## config.mk

```make
export PLATFORM = sky130hd
export DESIGN_NAME = fan_pwm_duty_arbiter
export DESIGN_NICKNAME = d
export VERILOG_FILES = /design/src/rtl/fan_pwm_duty_arbiter.v
export VERILOG_INCLUDE_DIRS = /design/src /design/src/rtl
export SDC_FILE = /design/constraint.sdc
export NUM_CORES = 1
export LEC_CHECK = 0
export ABC_AREA = 1
export BUFFER_PORTS_ARGS = -buffer_cell sky130_fd_sc_hd__buf_2
export CAP_MARGIN = 0
export CORE_UTILIZATION = 55
export CTS_BUF_LIST = sky130_fd_sc_hd__clkbuf_4 sky130_fd_sc_hd__clkbuf_8 sky130_fd_sc_hd__clkbuf_16
export DETAILED_ROUTE_END_ITERATION = 7
export GPL_TIMING_DRIVEN = 0
export PLACE_DENSITY_LB_ADDON = 0.12
export REMOVE_ABC_BUFFERS = 1
export SYNTH_ARGS = -nofsm -noshare
export SYNTH_HDL_FRONTEND = slang
export SYNTH_SLANG_ARGS = --single-unit
```

## constraint.sdc

```tcl
create_clock -name clk_i -period 5.4 [get_ports clk_i]
set_input_delay 0.27 -clock clk_i [delete_from_list [all_inputs] [get_ports clk_i]]
set_output_delay 0.27 -clock clk_i [all_outputs]
set_load 0.01 [all_outputs]
```

## src/rtl/fan_pwm_duty_arbiter_consts.vh

```
/*
 * Constants for the fan PWM duty arbiter: register offsets,
 * reset values, step sizes and tick timing.
 * Assumes a 100 MHz clock and a plain byte-wide register port.
 */
// Operation
// Hot assert captures others' duty plus one step
// Enabled, hot asserted: add step each interval
// Ramp-up saturates at full duty
// Enabled, hot released: subtract step each interval
// Disable when released and below others' duty
// Capture sequence reruns only after disable
// One ramp per hot input per bound output
// Both hot bindings: take larger ramp
// Throttle over threshold ramps bound outputs up
// New measurement under limit ramps down
// Throttle inputs have own output bindings
// Both throttle bindings: take larger ramp
// Manual override uses software duty, raisable
// Final duty zero to nonzero triggers spin-up (code skips spin-up while manual override is on)
// Spin-up requests programmed duty for programmed time
// Each output duty readable as 8 bits
// Override held low byte then high byte
// Final duty is priority maximum of requests
// Ramp step equals one 4-bit mapping step
// Millisecond tick from clock times ramp interval
`ifndef FAN_PWM_DUTY_ARBITER_CONSTS_VH
`define FAN_PWM_DUTY_ARBITER_CONSTS_VH

// ---------------------------------------------------------------
// Register offsets
// ---------------------------------------------------------------
`define REG_PWM1_DUTY_READBACK  8'h0A
`define REG_PWM2_DUTY_READBACK  8'h0B
`define REG_PWM1_OVERRIDE_LOW   8'h0C
`define REG_PWM1_OVERRIDE_HIGH  8'h0D
`define REG_PWM2_OVERRIDE_LOW   8'h0E
`define REG_PWM2_OVERRIDE_HIGH  8'h0F
`define REG_RAMP_CONTROL        8'h50
`define REG_HOT_BINDING         8'h51
`define REG_THROTTLE_BINDING    8'h52
`define REG_OVERRIDE_CONTROL    8'h53
`define REG_SPINUP_DUTY         8'h54
`define REG_SPINUP_TIME         8'h55
`define REG_THROTTLE_LIMIT_A    8'h56
`define REG_THROTTLE_LIMIT_B    8'h57
`define REG_RAMP_STATUS         8'h58

// ---------------------------------------------------------------
// Reset values
// ---------------------------------------------------------------
`define RST_BYTE                8'h00
`define RST_RAMP_CONTROL        8'h01
`define RST_SPINUP_DUTY         8'h0D
`define RST_SPINUP_TIME         8'h02

// ---------------------------------------------------------------
// Duty scale: 8-bit duty, step of 6.25 percent = 16/256
// ---------------------------------------------------------------
`define DUTY_ZERO               8'h00
`define DUTY_FULL               8'hFF
`define DUTY_STEP               8'h10
`define DUTY_FIRST_STEP         8'h40
`define STEP_CODE_MAX           4'hD
`define STEP_CODE_ONE           4'h1

// ---------------------------------------------------------------
// Timing
// ---------------------------------------------------------------
`define CLK_FREQ_HZ             100000000
`define TICK_PERIOD_US          1000
`define TICK_CYCLES             ((`CLK_FREQ_HZ / 1000000) * `TICK_PERIOD_US)

`endif

```

## src/rtl/fan_pwm_duty_arbiter.v

```verilog
/*
 * Fan PWM duty arbiter for two outputs: regulator-hot ramps, processor
 * throttle ramps, manual override, spin-up control and final maximum.
 * Assumes synchronous inputs, an 8-bit register port with read data one
 * cycle after the strobe, and external full-duty and automatic requests.
 */
// The address-and-strobe port is this design's own decision.
`timescale 1ns/1ps
`include "fan_pwm_duty_arbiter_consts.vh"

module fan_pwm_duty_arbiter #(
	parameter TICK_CYCLES = `TICK_CYCLES
) (
	input  wire       clk_i,
	input  wire       rstn_i,
	input  wire [7:0] addr_i,
	input  wire [7:0] wdata_i,
	input  wire       wr_i,
	input  wire       rd_i,
	output reg  [7:0] rdata_o,
	input  wire       regulator_hot_a_i,
	input  wire       regulator_hot_b_i,
	input  wire [7:0] processor_throttle_a_i,
	input  wire [7:0] processor_throttle_b_i,
	input  wire       throttle_valid_a_i,
	input  wire       throttle_valid_b_i,
	input  wire [1:0] full_duty_req_i,
	input  wire [7:0] auto_duty_pwm1_i,
	input  wire [7:0] auto_duty_pwm2_i,
	output reg  [7:0] pwm1_duty_o,
	output reg  [7:0] pwm2_duty_o
);

	// ---------------------------------------------------------------
	// Helpers
	// ---------------------------------------------------------------
	function [7:0] max8;
		input [7:0] a;
		input [7:0] b;
		begin
			max8 = (a > b) ? a : b;
		end
	endfunction

	// Step code 1..13 to 8-bit duty: 25% then 6.25% per step
	function [7:0] step_duty;
		input [3:0] code;
		begin
			if (code == 4'h0)
				step_duty = `DUTY_ZERO;
			else if (code >= `STEP_CODE_MAX)
				step_duty = `DUTY_FULL;
			else
				step_duty = `DUTY_FIRST_STEP + ((code - `STEP_CODE_ONE) * `DUTY_STEP);
		end
	endfunction

	// Raw duty to the step code just at or above it
	function [3:0] duty_code;
		input [7:0] duty;
		reg   [7:0] above;
		begin
			above = duty - `DUTY_FIRST_STEP + `DUTY_STEP - 8'h01;
			if (duty == `DUTY_ZERO)
				duty_code = 4'h0;
			else if (duty <= `DUTY_FIRST_STEP)
				duty_code = `STEP_CODE_ONE;
			else if (duty > `DUTY_FULL - `DUTY_STEP + 8'h01)
				duty_code = `STEP_CODE_MAX;
			else
				duty_code = `STEP_CODE_ONE + above[7:4];
		end
	endfunction

	// ---------------------------------------------------------------
	// Registers
	// ---------------------------------------------------------------
	reg  [7:0]  ramp_control_reg;
	reg  [7:0]  hot_binding_reg;
	reg  [7:0]  throttle_binding_reg;
	reg  [7:0]  override_control_reg;
	reg  [7:0]  spinup_duty_reg;
	reg  [7:0]  spinup_time_reg;
	reg  [7:0]  throttle_limit_a_reg;
	reg  [7:0]  throttle_limit_b_reg;
	reg  [15:0] override1_reg;
	reg  [15:0] override2_reg;

	always @(posedge clk_i or negedge rstn_i)
	begin
		if (!rstn_i)
		begin
			ramp_control_reg     <= `RST_RAMP_CONTROL;
			hot_binding_reg      <= `RST_BYTE;
			throttle_binding_reg <= `RST_BYTE;
			override_control_reg <= `RST_BYTE;
			spinup_duty_reg      <= `RST_SPINUP_DUTY;
			spinup_time_reg      <= `RST_SPINUP_TIME;
			throttle_limit_a_reg <= `RST_BYTE;
			throttle_limit_b_reg <= `RST_BYTE;
			override1_reg        <= {`RST_BYTE, `RST_BYTE};
			override2_reg        <= {`RST_BYTE, `RST_BYTE};
		end
		else if (wr_i)
		begin
			case (addr_i)
				`REG_RAMP_CONTROL:       ramp_control_reg     <= wdata_i;
				`REG_HOT_BINDING:        hot_binding_reg      <= wdata_i;
				`REG_THROTTLE_BINDING:   throttle_binding_reg <= wdata_i;
				`REG_OVERRIDE_CONTROL:   override_control_reg <= wdata_i;
				`REG_SPINUP_DUTY:        spinup_duty_reg      <= wdata_i;
				`REG_SPINUP_TIME:        spinup_time_reg      <= wdata_i;
				`REG_THROTTLE_LIMIT_A:   throttle_limit_a_reg <= wdata_i;
				`REG_THROTTLE_LIMIT_B:   throttle_limit_b_reg <= wdata_i;
				`REG_PWM1_OVERRIDE_LOW:  override1_reg[7:0]   <= wdata_i;
				`REG_PWM1_OVERRIDE_HIGH: override1_reg[15:8]  <= wdata_i;
				`REG_PWM2_OVERRIDE_LOW:  override2_reg[7:0]   <= wdata_i;
				`REG_PWM2_OVERRIDE_HIGH: override2_reg[15:8]  <= wdata_i;
				default:                 ;
			endcase
		end
	end

	// ---------------------------------------------------------------
	// Ramp interval tick
	// ---------------------------------------------------------------
	reg  [31:0] ms_count_reg;
	reg  [7:0]  interval_count_reg;
	reg         ms_tick_reg;
	reg         ramp_tick_reg;
	wire        ms_end = (ms_count_reg == TICK_CYCLES - 1);

	always @(posedge clk_i or negedge rstn_i)
	begin
		if (!rstn_i)
		begin
			ms_count_reg       <= 32'h0000_0000;
			interval_count_reg <= 8'h00;
			ms_tick_reg        <= 1'b0;
			ramp_tick_reg      <= 1'b0;
		end
		else
		begin
			ms_tick_reg   <= ms_end;
			ramp_tick_reg <= 1'b0;
			if (ms_end)
			begin
				ms_count_reg <= 32'h0000_0000;
				// Interval of ramp_control ms, zero treated as one
				if (interval_count_reg + 8'h01 >= ramp_control_reg)
				begin
					interval_count_reg <= 8'h00;
					ramp_tick_reg      <= 1'b1;
				end
				else
					interval_count_reg <= interval_count_reg + 8'h01;
			end
			else
				ms_count_reg <= ms_count_reg + 32'h0000_0001;
		end
	end

	// ---------------------------------------------------------------
	// Throttle over-limit flags, updated only on new measurements
	// ---------------------------------------------------------------
	reg [1:0] throttle_hot_reg;

	always @(posedge clk_i or negedge rstn_i)
	begin
		if (!rstn_i)
			throttle_hot_reg <= 2'b00;
		else
		begin
			if (throttle_valid_a_i)
				throttle_hot_reg[0] <= (processor_throttle_a_i > throttle_limit_a_reg);
			if (throttle_valid_b_i)
				throttle_hot_reg[1] <= (processor_throttle_b_i > throttle_limit_b_reg);
		end
	end

	// ---------------------------------------------------------------
	// Eight ramp instances: index = out*4 + src (hot a, hot b, thr a, thr b)
	// ---------------------------------------------------------------
	wire [3:0]  src_hot = {throttle_hot_reg, regulator_hot_b_i, regulator_hot_a_i};
	wire [7:0]  ramp_bind = {throttle_binding_reg[3:2], hot_binding_reg[3:2],
				throttle_binding_reg[1:0], hot_binding_reg[1:0]};
	wire [7:0]  other_req [0:1];
	reg  [7:0]  ramp_en_reg;
	reg  [3:0]  ramp_code_reg [0:7];

	genvar gi;
	generate
		for (gi = 0; gi < 8; gi = gi + 1)
		begin : g_ramp
			wire        hot    = src_hot[gi % 4] & ramp_bind[gi];
			wire [7:0]  other  = other_req[gi / 4];
			wire [7:0]  duty   = step_duty(ramp_code_reg[gi]);
			always @(posedge clk_i or negedge rstn_i)
			begin
				if (!rstn_i)
				begin
					ramp_en_reg[gi]   <= 1'b0;
					ramp_code_reg[gi] <= 4'h0;
				end
				else if (!ramp_en_reg[gi])
				begin
					if (hot)
					begin
						ramp_en_reg[gi] <= 1'b1;
						ramp_code_reg[gi] <= (duty_code(other) >= `STEP_CODE_MAX) ?
							`STEP_CODE_MAX : duty_code(other) + `STEP_CODE_ONE;
					end
				end
				else if (!hot && duty < other)
				begin
					ramp_en_reg[gi]   <= 1'b0;
					ramp_code_reg[gi] <= 4'h0;
				end
				else if (ramp_tick_reg)
				begin
					if (hot && ramp_code_reg[gi] < `STEP_CODE_MAX)
						ramp_code_reg[gi] <= ramp_code_reg[gi] + `STEP_CODE_ONE;
					else if (!hot && ramp_code_reg[gi] > 4'h0)
						ramp_code_reg[gi] <= ramp_code_reg[gi] - `STEP_CODE_ONE;
				end
			end
		end
	endgenerate

	// ---------------------------------------------------------------
	// Per-output combination
	// ---------------------------------------------------------------
	reg  [1:0]  final_zero_reg;
	reg  [1:0]  spin_active_reg;
	reg  [15:0] spin_count_reg [0:1];
	wire [7:0]  final_duty [0:1];
	wire [7:0]  override_duty [0:1];

	assign override_duty[0] = override1_reg[15:8];
	assign override_duty[1] = override2_reg[15:8];

	generate
		for (gi = 0; gi < 2; gi = gi + 1)
		begin : g_out
			wire [7:0] auto_in  = (gi == 0) ? auto_duty_pwm1_i : auto_duty_pwm2_i;
			wire       ovr      = override_control_reg[gi];
			wire [7:0] full     = full_duty_req_i[gi] ? `DUTY_FULL : `DUTY_ZERO;
			wire [7:0] hot_max  = max8(ramp_en_reg[gi*4]   ? g_ramp[gi*4].duty   : `DUTY_ZERO,
						   ramp_en_reg[gi*4+1] ? g_ramp[gi*4+1].duty : `DUTY_ZERO);
			wire [7:0] thr_max  = max8(ramp_en_reg[gi*4+2] ? g_ramp[gi*4+2].duty : `DUTY_ZERO,
						   ramp_en_reg[gi*4+3] ? g_ramp[gi*4+3].duty : `DUTY_ZERO);
			// Spin-up duty is held as a 4-bit step code
			wire [7:0] spin     = spin_active_reg[gi] ? step_duty(spinup_duty_reg[3:0]) : `DUTY_ZERO;
			wire [7:0] low_req  = ovr ? override_duty[gi] : max8(spin, auto_in);
			// Captured base excludes the ramps themselves
			assign other_req[gi]  = max8(full, low_req);
			assign final_duty[gi] = max8(max8(full, hot_max), max8(thr_max, low_req));

			always @(posedge clk_i or negedge rstn_i)
			begin
				if (!rstn_i)
				begin
					final_zero_reg[gi]  <= 1'b1;
					spin_active_reg[gi] <= 1'b0;
					spin_count_reg[gi]  <= 16'h0000;
				end
				else
				begin
					final_zero_reg[gi] <= (final_duty[gi] == `DUTY_ZERO);
					if (final_zero_reg[gi] && final_duty[gi] != `DUTY_ZERO && !ovr)
					begin
						spin_active_reg[gi] <= 1'b1;
						spin_count_reg[gi]  <= {8'h00, spinup_time_reg};
					end
					else if (spin_active_reg[gi] && ramp_tick_reg)
					begin
						if (spin_count_reg[gi] <= 16'h0001)
							spin_active_reg[gi] <= 1'b0;
						spin_count_reg[gi] <= spin_count_reg[gi] - 16'h0001;
					end
				end
			end
		end
	endgenerate

	// ---------------------------------------------------------------
	// Outputs and read port
	// ---------------------------------------------------------------
	always @(posedge clk_i or negedge rstn_i)
	begin
		if (!rstn_i)
		begin
			pwm1_duty_o <= `DUTY_ZERO;
			pwm2_duty_o <= `DUTY_ZERO;
			rdata_o     <= `RST_BYTE;
		end
		else
		begin
			pwm1_duty_o <= final_duty[0];
			pwm2_duty_o <= final_duty[1];
			if (rd_i)
			begin
				case (addr_i)
					`REG_PWM1_DUTY_READBACK: rdata_o <= pwm1_duty_o;
					`REG_PWM2_DUTY_READBACK: rdata_o <= pwm2_duty_o;
					`REG_PWM1_OVERRIDE_LOW:  rdata_o <= override1_reg[7:0];
					`REG_PWM1_OVERRIDE_HIGH: rdata_o <= override1_reg[15:8];
					`REG_PWM2_OVERRIDE_LOW:  rdata_o <= override2_reg[7:0];
					`REG_PWM2_OVERRIDE_HIGH: rdata_o <= override2_reg[15:8];
					`REG_RAMP_CONTROL:       rdata_o <= ramp_control_reg;
					`REG_HOT_BINDING:        rdata_o <= hot_binding_reg;
					`REG_THROTTLE_BINDING:   rdata_o <= throttle_binding_reg;
					`REG_OVERRIDE_CONTROL:   rdata_o <= override_control_reg;
					`REG_SPINUP_DUTY:        rdata_o <= spinup_duty_reg;
					`REG_SPINUP_TIME:        rdata_o <= spinup_time_reg;
					`REG_THROTTLE_LIMIT_A:   rdata_o <= throttle_limit_a_reg;
					`REG_THROTTLE_LIMIT_B:   rdata_o <= throttle_limit_b_reg;
					`REG_RAMP_STATUS:        rdata_o <= ramp_en_reg;
					default:                 rdata_o <= `RST_BYTE;
				endcase
			end
			else
				rdata_o <= `RST_BYTE;
		end
	end

endmodule

```

==> impl_metrics.tcl <==
set metrics [dict create \
    grt_util_met1_pct 41.4 \
    clockBufferDepth 3 \
    fin_skew_ns 0.0243 \
    critical_path.startpoint "spinup_duty_reg[0]" \
    status "finished with violations" \
    area_growth_pct 31.9 \
    synth_most_common_cell "nand2_1" \
    wire_per_inst_um 18.8 \
    syn_area_per_cell_um2 7.17 \
    r2r-start "spinup_duty_reg[0]" \
    path_clk_slew_ns 0.06 \
    cts_max_level 1 \
    leakage_nw 11.8 \
    met3_usage_pct 4.74 \
    critPathSlowestCell "dfstp_2" \
    finalWirelength_um 61900 \
    holdWs_ns 0.160 \
    cpMostUsedCell "nand2_4" \
    synth.area.top_cells "dfrtp_1, ha_1, nand2_1" \
    seq_area_frac_synth_pct 32.0 \
    clk_latency_ns 0.58 \
    p_int_mw 7.95 \
    yosys_warnings 0 \
    rsz0062_at_grt "yes" \
    nets 3063 \
    cp-start-kind "flip-flop" \
    synth_cell_type_count 65 \
    p_comb_share_pct 68.8 \
    root_buffer "clkbuf_16" \
    antenna_found_initial 1 \
    cts_tree "done" \
    ios 82 \
    clock_power_share_pct 14.6 \
    tightest_slew_ns 1.43 \
    crit_type "flip-flop to flip-flop" \
    max_cap_violations 0 \
    port_buffers 81 \
    grt_pass1_vias 17600 \
    core_um2 33400 \
    postSynthCellCount 2607 \
    critPathMaxFanout 7 \
    fmax_ghz 0.158 \
    critPathTopFamily "simple AND/OR/NAND/NOR gates" \
    synth_ff_type "dfrtp_1" \
    finalCriticalPeriod_ns 6.32 \
    top_usage_layer "met2" \
    setup_viol 80 \
    power_mw 15.5 \
    cts.sinks 239 \
    ff2ff_setup_slack_ns -0.92 \
    slew_viol_final 0 \
    r2r-end "spin_count_reg[23]" \
    drc_errors 0 \
    synth-edff-count 0 \
    fp.dieArea_um2 34700 \
    peakVddDrop_v 0.000872 \
    numCtsBuffers 29 \
    ff2ff_path_depth 46 \
    async_reset_ff_share_pct 100 \
    hpwl_um 39100 \
    drt-initial-drc-count 1943 \
    start_util_pct 55.9 \
    grt_remaining_overflow 0 \
    arrival_ns 6.81 \
    seq_area_um2 6000 \
    rows 67 \
    use_met2_pct 52.2 \
    grt_max_degree 113 \
    hold_path_class "primary input to asynchronous set/reset pin" \
    synth_largest_area_cell "dfrtp_1" \
    failed_checks "setup timing" \
    setup_tns_ns -45.63 \
    p_per_area_nw_per_um2 627 \
    slew_headroom_pct 4.29 \
    cp.required_ns 5.89 \
    finalWeightedCongestion 0.931 \
    synth_top_area_share_pct 31.1 \
    finalCritPeriodShare_pct 117 \
    place_area_um2 19500 \
    multi_input_area_um2 13900 \
    ys_ff_latch 239 \
    fillerInstances 2424 \
    path_buf_inv 12 \
    place_ws_ns -1.93 \
    p_seq_share_pct 16.6 \
    ant_nets 0 \
    die_w_um 186 \
    power.switching_mw 7.50 \
    fp.dieH_um 186 \
    finalHoldViolCount 0 \
    final_cells 3297 \
    stdcell_area_um2 24700 \
    drive_above_1_share_pct 29.5 \
    firstDrtPassIters 7 \
    grt_usage_pct 31.4 \
    post_drt_via_cell_ratio 5.97 \
    vias 19700 \
    end_kind "flip-flop" \
    grt_pass1_wl_um 89200 \
    post-route-util_pct 73.7 \
    slowest_delay_ns 0.56 \
    syn-cell-area_um2 18700 \
    swShare_pct 48.6 \
    synth_common_cells "nand2_1, inv_1, nor2_1" \
    dp.cells 3089 \
    final.setup.worst_slack_ns -0.920 \
]
-- worst reg2reg max path: cells and delay by family (launching register included) --
family | cells | cell delay [ns]
buffers and inverters | 12 | 1.28
flip-flops | 1 | 0.56
adder cells (fa/ha/maj) | 4 | 0.90
AND/OR/NAND/NOR | 20 | 2.06
AO/OA/AOI/OAI | 10 | 1.41
-- logic make-up after synthesis --
group / synth area share (%)
compound gates: 15.9
xor+xnor: 3.28
fa+ha+maj: 12.0
buf+inv: 8.42
flops: 32.0
mux: 0.161
simple gates: 28.1
-- what timing repair did --
action                                 4_1_cts  5_1_grt
setup buffers                               73       66
endpoints found under the hold margin       51        0
setup endpoints to repair                   92       92
resized for setup                          310      353
hold buffers                                 3        0
pin swaps                                  104      137
gates cloned                                11        1
-- routing by layer --
metal	up-vias	share of wire, %
li1	9174	-
met3	244	7.5
met4	2	4.5
met5	-	0.013
met2	892	48
met1	9359	40
-- power groups by stage --
stage / logic [mW] / clock network, mW / registers, mW
6_report: 10.6 / 2.26 / 2.57
5_1_grt: 11.4 / 2.35 / 2.59
4_1_cts: 7.98 / 2.27 / 2.52
3_5_place_dp: 5.93 / 0 / 2.54
3_3_place_gp: 5.69 / 0 / 2.53
2_1_floorplan: 4.58 / 0 / 2.43
-- cell type report --
cell class | count | area share, %
diodes | 2 | 0.0203
clock buffers | 36 | 3.26
clock inverters | 17 | 1.21
inverters | 362 | 5.67
multi-input cells | 1969 | 56.3
flip-flops and latches | 239 | 24.3
well taps | 448 | 2.27
repair buffers | 224 | 6.96
-- layout by cell type (no fill, tap or decap), types with 23 or more instances in the layout --
cell type  count
xor2_1        54
nand2_1      459
nand3_2       51
o21ai_2       62
a21oi_2       32
nor3_1        34
ha_4          50
nand2_4       41
a21oi_1      108
inv_1        295
o21ai_1       23
nor2_2        30
nand2_2       92
nand4_1       33
inv_2         50
buf_4        110
dfrtp_1      222
buf_2         80
clkbuf_16     29
ha_1         126
o21ai_0      143
nor2_1       245
nand3_1       97
-- worst max path at each step --
stage                     cells past startpoint  slack, ns                  to
final                                        46      -0.92  spin_count_reg[23]
after global routing                         46      -1.13  spin_count_reg[29]
after CTS                                    46      -0.70  spin_count_reg[31]
after detailed placement                     44      -1.93  spin_count_reg[25]
after floorplan                              42      -0.64  spin_count_reg[25]
after global placement                       46      -1.79   spin_count_reg[3]
Power figures use the tool's default switching activity.
